==> src/pfr_defines.svh <==
// Constants for the PWM fault recovery control block.
// Assumes a 24-bit byte address space on the AXI4-Lite register bus.
`ifndef PFR_DEFINES_SVH
`define PFR_DEFINES_SVH

// Bus geometry
`define PFR_ADDR_W        24
`define PFR_DATA_W        32

// Register byte addresses
`define PFR_CFG_ADDR      24'hffe388
`define PFR_STATUS_ADDR   24'hffe38c
`define PFR_MASK_ADDR     24'hffe390

// Reset values
`define PFR_CFG_RST       8'h00
`define PFR_MASK_RST      4'hf

// Field positions in the configuration register
`define PFR_FIN_RST_BIT   0
`define PFR_FIN_IRQ_BIT   1
`define PFR_CMP0_RST_BIT  2
`define PFR_CMP0_IRQ_BIT  3
`define PFR_CMP1_RST_BIT  4
`define PFR_CMP1_IRQ_BIT  5
`define PFR_DBG_RST_BIT   6

// Fault source positions in status, mask and source vectors
`define PFR_SRC_FIN       0
`define PFR_SRC_CMP0      1
`define PFR_SRC_CMP1      2
`define PFR_SRC_DBG       3
`define PFR_LIVE_BIT      4

// AXI responses
`define PFR_RESP_OKAY     2'h0
`define PFR_RESP_SLVERR   2'h2

`endif

==> src/pfr_pkg.sv <==
// Types for the PWM fault recovery control block.
// Assumes pfr_defines.svh is on the include path.
`include "pfr_defines.svh"

package pfr_pkg;

  // Recovery state of the PWM outputs
  typedef enum logic {
    PFR_RUN,
    PFR_TRIPPED
  } pfr_mode_t;

  // AXI4-Lite master to slave
  typedef struct packed {
    logic                    awvalid;
    logic [`PFR_ADDR_W-1:0]  awaddr;
    logic                    wvalid;
    logic [`PFR_DATA_W-1:0]  wdata;
    logic [3:0]              wstrb;
    logic                    bready;
    logic                    arvalid;
    logic [`PFR_ADDR_W-1:0]  araddr;
    logic                    rready;
  } pfr_axi_req_t;

  // AXI4-Lite slave to master
  typedef struct packed {
    logic                    awready;
    logic                    wready;
    logic                    bvalid;
    logic [1:0]              bresp;
    logic                    arready;
    logic                    rvalid;
    logic [`PFR_DATA_W-1:0]  rdata;
    logic [1:0]              rresp;
  } pfr_axi_rsp_t;

  // Whole state of the block
  typedef struct packed {
    pfr_axi_rsp_t            axi;
    logic                    aw_held;
    logic [`PFR_ADDR_W-1:0]  aw_addr;
    logic                    w_held;
    logic [7:0]              w_data;
    logic                    w_lane0;
    logic [7:0]              cfg;
    logic [3:0]              flags;
    logic [3:0]              mask;
    logic [3:0]              src_prev;
    logic [3:0]              tripped;
    pfr_mode_t               mode;
    logic                    out_en;
    logic                    irq;
  } pfr_state_t;

endpackage : pfr_pkg

==> src/pfr_ctrl.sv <==
// PWM fault recovery control with an AXI4-Lite register slave.
// Assumes fault inputs, reload and period pulses are synchronous to mclk_i.
//
// Notes on behaviour
// RL1: Debug auto recovery waits for next period.
// RL2: Debug software recovery needs clear flags, reload.
// RL3: Comparator 1 enable gates its interrupt.
// RL4: Comparator 1 restart: auto or software recovery.
// RL5: Comparator 0 enable gates its interrupt.
// RL6: Comparator 0 restart: auto or software recovery.
// RL7: Configuration writes only while PWM disabled.
// RL8: Fault input bits behave like comparator bits.
`include "pfr_defines.svh"
`timescale 1ns/1ns
`default_nettype none

module pfr_ctrl (
  // Clock and reset
  input  wire logic                 mclk_i,
  input  wire logic                 reset_n_i,
  // Register bus
  input  wire pfr_pkg::pfr_axi_req_t s_axi_i,
  output var  pfr_pkg::pfr_axi_rsp_t s_axi_o,
  // PWM side
  input  wire logic [3:0]           fault_src_i,
  input  wire logic                 pwm_run_enable_i,
  input  wire logic                 period_start_i,
  input  wire logic                 pwm_reload_i,
  output logic                      pwm_out_enable_o,
  output logic                      irq_o
);
  import pfr_pkg::*;

  pfr_state_t st_r;
  pfr_state_t st_nxt;

  // Restart selectors per source, one means software recovery
  function automatic logic [3:0] restart_sel(input logic [7:0] cfg);
    restart_sel = {cfg[`PFR_DBG_RST_BIT], cfg[`PFR_CMP1_RST_BIT],
                   cfg[`PFR_CMP0_RST_BIT], cfg[`PFR_FIN_RST_BIT]};
  endfunction

  // Interrupt enables per source; debug halt has none
  function automatic logic [3:0] irq_sel(input logic [7:0] cfg);
    irq_sel = {1'b0, cfg[`PFR_CMP1_IRQ_BIT],
               cfg[`PFR_CMP0_IRQ_BIT], cfg[`PFR_FIN_IRQ_BIT]};
  endfunction

  logic [3:0] rs_sel;
  logic [3:0] rise;
  logic       do_wr;
  logic       wr_hit;
  logic       rd_hit;
  logic [7:0] wbyte;

  // Next state of bus slave, registers and recovery logic
  always_comb begin
    st_nxt = st_r;
    rs_sel = restart_sel(st_r.cfg);
    rise   = fault_src_i & ~st_r.src_prev;
    wbyte  = st_r.w_data;
    do_wr  = 1'b0;
    wr_hit = 1'b0;
    rd_hit = 1'b0;
    st_nxt.src_prev = fault_src_i;

    // Write address and data are taken in either order
    if (s_axi_i.awvalid && st_r.axi.awready) begin
      st_nxt.aw_held = 1'b1;
      st_nxt.aw_addr = s_axi_i.awaddr;
    end
    if (s_axi_i.wvalid && st_r.axi.wready) begin
      st_nxt.w_held  = 1'b1;
      st_nxt.w_data  = s_axi_i.wdata[7:0];
      st_nxt.w_lane0 = s_axi_i.wstrb[0];
    end
    if (st_r.axi.bvalid && s_axi_i.bready) begin
      st_nxt.axi.bvalid = 1'b0;
    end

    // Complete a write once both halves are held
    if (st_r.aw_held && st_r.w_held && !st_r.axi.bvalid) begin
      do_wr          = st_r.w_lane0;
      st_nxt.aw_held = 1'b0;
      st_nxt.w_held  = 1'b0;
      st_nxt.axi.bvalid = 1'b1;
      wr_hit = (st_r.aw_addr == `PFR_CFG_ADDR) ||
               (st_r.aw_addr == `PFR_STATUS_ADDR) ||
               (st_r.aw_addr == `PFR_MASK_ADDR);
      st_nxt.axi.bresp = wr_hit ? `PFR_RESP_OKAY : `PFR_RESP_SLVERR;
    end

    // Configuration accepts writes only while the PWM is stopped
    if (do_wr && st_r.aw_addr == `PFR_CFG_ADDR && !pwm_run_enable_i) begin // [RL7]
      st_nxt.cfg = {1'b0, wbyte[6:0]};
    end
    if (do_wr && st_r.aw_addr == `PFR_MASK_ADDR) begin
      st_nxt.mask = wbyte[3:0];
    end

    // Sticky fault flags: set on assertion, write one to clear, set wins
    if (do_wr && st_r.aw_addr == `PFR_STATUS_ADDR) begin
      st_nxt.flags = st_r.flags & ~wbyte[3:0];
    end
    st_nxt.flags = st_nxt.flags | rise;

    // Read channel
    if (st_r.axi.rvalid && s_axi_i.rready) begin
      st_nxt.axi.rvalid = 1'b0;
    end
    if (s_axi_i.arvalid && st_r.axi.arready) begin
      rd_hit = 1'b1;
      st_nxt.axi.rvalid = 1'b1;
      st_nxt.axi.rresp  = `PFR_RESP_OKAY;
      st_nxt.axi.rdata  = '0;
      case (s_axi_i.araddr)
        `PFR_CFG_ADDR: begin
          st_nxt.axi.rdata[7:0] = st_r.cfg;
        end
        `PFR_STATUS_ADDR: begin
          st_nxt.axi.rdata[3:0] = st_r.flags;
          st_nxt.axi.rdata[`PFR_LIVE_BIT] = st_r.out_en;
        end
        `PFR_MASK_ADDR: begin
          st_nxt.axi.rdata[3:0] = st_r.mask;
        end
        default: begin
          st_nxt.axi.rresp = `PFR_RESP_SLVERR;
        end
      endcase
    end

    // Fault recovery sequencing
    case (st_r.mode)
      PFR_RUN: begin
        st_nxt.tripped = 4'h0;
        if (|fault_src_i) begin
          st_nxt.mode    = PFR_TRIPPED;
          st_nxt.tripped = fault_src_i;
        end
      end
      PFR_TRIPPED: begin
        st_nxt.tripped = st_r.tripped | fault_src_i;
        if (|fault_src_i) begin
          st_nxt.mode = PFR_TRIPPED;
        end else if (|(st_r.tripped & rs_sel)) begin
          // Software recovery: flags cleared, then a reload
          if (st_r.flags == 4'h0 && pwm_reload_i) begin // [RL2] [RL4] [RL6] [RL8]
            st_nxt.mode = PFR_RUN;
          end
        end else if (st_r.tripped[`PFR_SRC_DBG]) begin
          // Automatic debug recovery waits for the next period
          if (period_start_i) begin // [RL1]
            st_nxt.mode = PFR_RUN;
          end
        end else begin
          st_nxt.mode = PFR_RUN; // [RL4] [RL6] [RL8]
        end
      end
      default: begin
        st_nxt.mode = PFR_TRIPPED;
      end
    endcase
    st_nxt.out_en = (st_nxt.mode == PFR_RUN);

    // Interrupt from enabled, unmasked sticky flags
    st_nxt.irq = |(st_nxt.flags & st_nxt.mask & irq_sel(st_nxt.cfg)); // [RL3] [RL5] [RL8]

    // Ready lines: one write and one read outstanding at most
    st_nxt.axi.awready = !st_nxt.aw_held && !st_nxt.axi.bvalid;
    st_nxt.axi.wready  = !st_nxt.w_held && !st_nxt.axi.bvalid;
    st_nxt.axi.arready = !st_nxt.axi.rvalid && !rd_hit;
  end

  // State register
  always_ff @(posedge mclk_i) begin
    if (!reset_n_i) begin
      st_r          <= '0;
      st_r.cfg      <= `PFR_CFG_RST;
      st_r.mask     <= `PFR_MASK_RST;
      st_r.mode     <= PFR_RUN;
      st_r.out_en   <= 1'b1;
    end else begin
      st_r <= st_nxt;
    end
  end

  // Outputs straight from the state register
  assign s_axi_o          = st_r.axi;
  assign pwm_out_enable_o = st_r.out_en;
  assign irq_o            = st_r.irq;
endmodule // pfr_ctrl

`default_nettype wire

==> config.mk <==
export PLATFORM = sky130hd
export DESIGN_NAME = pfr_ctrl
export DESIGN_NICKNAME = d
export VERILOG_FILES = /design/src/pfr_pkg.sv /design/src/pfr_ctrl.sv
export VERILOG_INCLUDE_DIRS = /design/src
export SDC_FILE = /design/constraint.sdc
export NUM_CORES = 1
export LEC_CHECK = 0
export ABC_AREA = 1
export BUFFER_PORTS_ARGS = -buffer_cell sky130_fd_sc_hd__buf_2
export CAP_MARGIN = 20
export CORE_AREA = 2 2 103 105
export DETAILED_ROUTE_END_ITERATION = 12
export DIE_AREA = 0 0 105 107
export PLACE_DENSITY_LB_ADDON = 0.08
export REMOVE_ABC_BUFFERS = 1
export SYNTH_ARGS = -nofsm -noshare
export SYNTH_HDL_FRONTEND = slang
export SYNTH_SLANG_ARGS = --single-unit
==> constraint.sdc <==
create_clock -name mclk_i -period 2.48 [get_ports mclk_i]
set_clock_uncertainty 0.2 [all_clocks]
set_input_delay 0.124 -clock mclk_i [delete_from_list [all_inputs] [get_ports mclk_i]]
set_output_delay 0.124 -clock mclk_i [all_outputs]
set_load 0.05 [all_outputs]
==> results.py <==
metrics = {
    "synthesis": {
        "synth_common_cells": "dfxtp_1 (74), nor2_1 (70), nand2_1 (69)",
        "synth_area_leaders": "dfxtp_1 (43%), buf_4 (9.0%), nor2_1 (7.7%)",
        "syn_inst": 470,
        "yosys_warnings": 0,
        "syn_area_per_cell_sq_um": 7.30,
        "synth_area_leader_cell": "dfxtp_1",
        "ys_ff_latch": 74,
        "synthFlopType": "dfxtp_1",
        "syn_area_sq_um": 3430,
        "yosysUniqueCellTypes": 30,
        "seq_area_frac_synth": 0.431,
        "synth_top_area_share": 0.431,
        "yosysMostFrequentCell": "dfxtp_1",
        "synth_edf_count": 0,
        "synthArstFlopShare": 0,
    },
    "floorplan": {
        "die_y_um": 107,
        "ios": 141,
        "placementRows": 37,
        "start_util": 0.340,
        "fp.dieW_um": 105,
        "die_area_sq_um": 11200,
        "core-area_sq_um": 10100,
    },
    "detailed_routing": {
        "postRouteAntennaNets": 0,
        "wl_mm": 7.96,
        "firstDrtPassIters": 4,
        "wl_per_cell_um": 11.0,
        "viasPerCell": 4.25,
        "dr_total_vias": 3079,
        "dr.first_iter.drc_count": 94,
        "drc": 0,
    },
    "pwr": {
        "power.total_mw": 2.76,
        "swShare": 0.275,
        "p_leak_nw": 2.03,
        "pwr-share-clk": 0.375,
        "p_per_area_nw_per_um2": 620,
        "power_frac_comb": 0.156,
        "p_int_mw": 2.00,
        "power.switching_uw": 758,
        "ir_drop_mv": 0.255,
        "seqPwrFrac": 0.469,
    },
    "setup_path": {
        "cp.depth": 5,
        "path_buf_inv": 1,
        "startpoint_type": "flop",
        "r2r-end": "st_r[2]$_SDFF_PN0_",
        "worstReg2RegStart": "st_r[16]$_SDFF_PN0_",
        "reg2reg_setup_slack_ns": 0.46,
        "worstSetupEndpointType": "flop",
        "rr_worst_depth": 5,
        "slowest_stage": "dlygate4sd3_1",
        "arrival_ns": 2.02,
        "crit_type": "reg2reg",
        "critPathMaxStageDelay_ns": 0.57,
        "path_cells": "nor4_1, nand2_1, o211ai_1, dlygate4sd3_1, a21oi_1",
        "startpoint": "st_r[16]$_SDFF_PN0_",
        "path_max_fanout": 3,
        "cp.required_ns": 2.49,
        "cp_top_family": "buffers and inverters",
    },
    "sta": {
        "fmax_ghz": 0.496,
        "tns_ns": 0,
        "setup_violations": 0,
        "rsz0062_at_grt": "false",
        "post-route-period-util": 0.813,
        "fin_crit_ns": 2.02,
        "slew_headroom": 0.612,
        "drv_slew": 0,
        "hold_violations": 0,
        "tightest_slew_ns": 0.581,
    },
    "placement": {
        "dp_hpwl_mm": 5.71,
        "gp_congestion": 0.770,
        "portBuffers": 85,
    },
    "global_route": {
        "first_global_vias": 2995,
        "track_usage": 0.152,
        "antenna_found_initial": 0,
        "grt_max_degree": 35,
        "grt_pass1_wl_mm": 13.6,
        "grt.overflow.total": 0,
    },
    "cts": {
        "cts_inserted_buffers": 9,
        "cts_resized": 0,
        "clk_latency_ns": 0.34,
        "clk_pin_slew_ns": 0.08,
        "cts_tree": "done",
        "hold_buffers": 43,
        "clock_sinks": 74,
        "cts_setup_buffers": 0,
        "htree_levels": 3,
        "root_buffer": "clkbuf_8",
        "clk_path_buf_depth": 2,
    },
    "cells_and_area": {
        "n_fill_cell": 1067,
        "fin_nets": 682,
        "multiInputGateArea_sq_um": 1480,
        "seq_area_sq_um": 1480,
        "drive_gt1_frac": 0.221,
        "syn_to_final_growth_pct": 29.4,
        "n_antenna_cell": 0,
    },
    "outcome": {
        "outcome": "completed",
    },
    "worst_hold_path": {
        "hold_path_end": "s_axi_o[1]$_SDFFE_PN0P_",
        "hp-class": "in2reg",
        "worstHoldStart": "s_axi_i[11]",
        "min_path_cells": 5,
    },
    "run": {
        "cap_violations": 0,
    },
}
==> kinds of logic after synthesis <==
group / after synthesis / share of synthesized area
simple gates: 203 / 0.276
compound gates: 83 / 0.126
flops: 74 / 0.431
buf+inv: 109 / 0.165
other cells: 1 / 0.00109
==> how the worst max path moves through the flow <==
stage / slack [ns] / endpoint
after global placement: 0.74 / s_axi_o[40]$_SDFF_PN0_
after detailed placement: 0.74 / st_r[56]$_SDFFE_PN0P_
final: 0.46 / st_r[2]$_SDFF_PN0_
after floorplan: 0.47 / st_r[40]$_SDFFE_PN0P_
after global routing: 0.38 / st_r[2]$_SDFF_PN0_
after CTS: 0.45 / st_r[2]$_SDFF_PN0_
==> area by class of cell <==
cell class,instances,area share
Clock buffer,11,0.0318
Clock inverter,5,0.0175
Inverter,54,0.0456
Multi-Input combinational cell,313,0.334
Sequential cell,74,0.334
Tap cell,136,0.0383
Timing Repair Buffer,132,0.199
==> through the flow <==
stage          instances  utilization  setup slack [ns]  cell area (sq um)  hold slack (ns)
5_1_grt              725        0.440             0.379               4440           0.0691
2_1_floorplan        441            -             0.473               3170         -0.00705
4_1_cts              725        0.440             0.454               4440           0.0224
3_3_place_gp         666        0.376             0.742               3790            0.164
3_5_place_dp         666        0.376             0.737               3790            0.165
6_report             725        0.440             0.463               4440           0.0315
==> metal layers <==
| layer | vias to the layer above | track usage | part of all wire |
|---|---|---|---|
| met5 | - | 0 | 0 |
| met4 | 0 | 0.0600 | 0.014 |
| met3 | 8 | 0.0389 | 0.050 |
| met2 | 87 | 0.266 | 0.49 |
| met1 | 1322 | 0.178 | 0.45 |
| li1 | 1662 | - | - |
==> power by group through the flow <==
stage | clock network, mW | logic (mW) | registers (mW)
floorplan | 0 | 0.221 | 1.35
global placement | 0 | 0.378 | 1.32
detailed placement | 0 | 0.381 | 1.32
CTS | 1.07 | 0.433 | 1.29
global route | 1.12 | 0.479 | 1.30
finish | 1.03 | 0.430 | 1.29
==> state kept, by name, summed over array words and instances (netlist names), named ones only <==
name	flops
irq_o	1
pwm_out_enable_o	1
rs_sel	4
s_axi_o	14
st_r	46
wbyte	7
==> placed cells by master (no fill, tap or decap), types with 2 or more instances in the layout <==
| cell | instances |
|---|---|
| buf_2 | 85 |
| dfxtp_1 | 74 |
| nor2_1 | 70 |
| nand2_1 | 69 |
| inv_1 | 52 |
| o21ai_0 | 47 |
| dlygate4sd3_1 | 43 |
| a21oi_1 | 28 |
| conb_1 | 27 |
| nand3_1 | 25 |
| clkbuf_8 | 10 |
| nand4_1 | 8 |
| nor2_2 | 6 |
| nor3_1 | 6 |
| nand2_2 | 4 |
| nand3_2 | 4 |
| buf_4 | 4 |
| nor2_4 | 3 |
| nor3_2 | 3 |
| nand3_4 | 2 |
| o22ai_1 | 2 |
| o211ai_1 | 2 |
| nor4_1 | 2 |
| clkinv_2 | 2 |
| bufinv_16 | 2 |
==> worst min-delay path: stages <==
cell and delay (ns):
buf_2 0.08, nor3_2 0.04, nand3_1 0.12, a31oi_1 0.05, a21oi_1 0.12
Note: power is estimated with default switching activity, not from simulation.
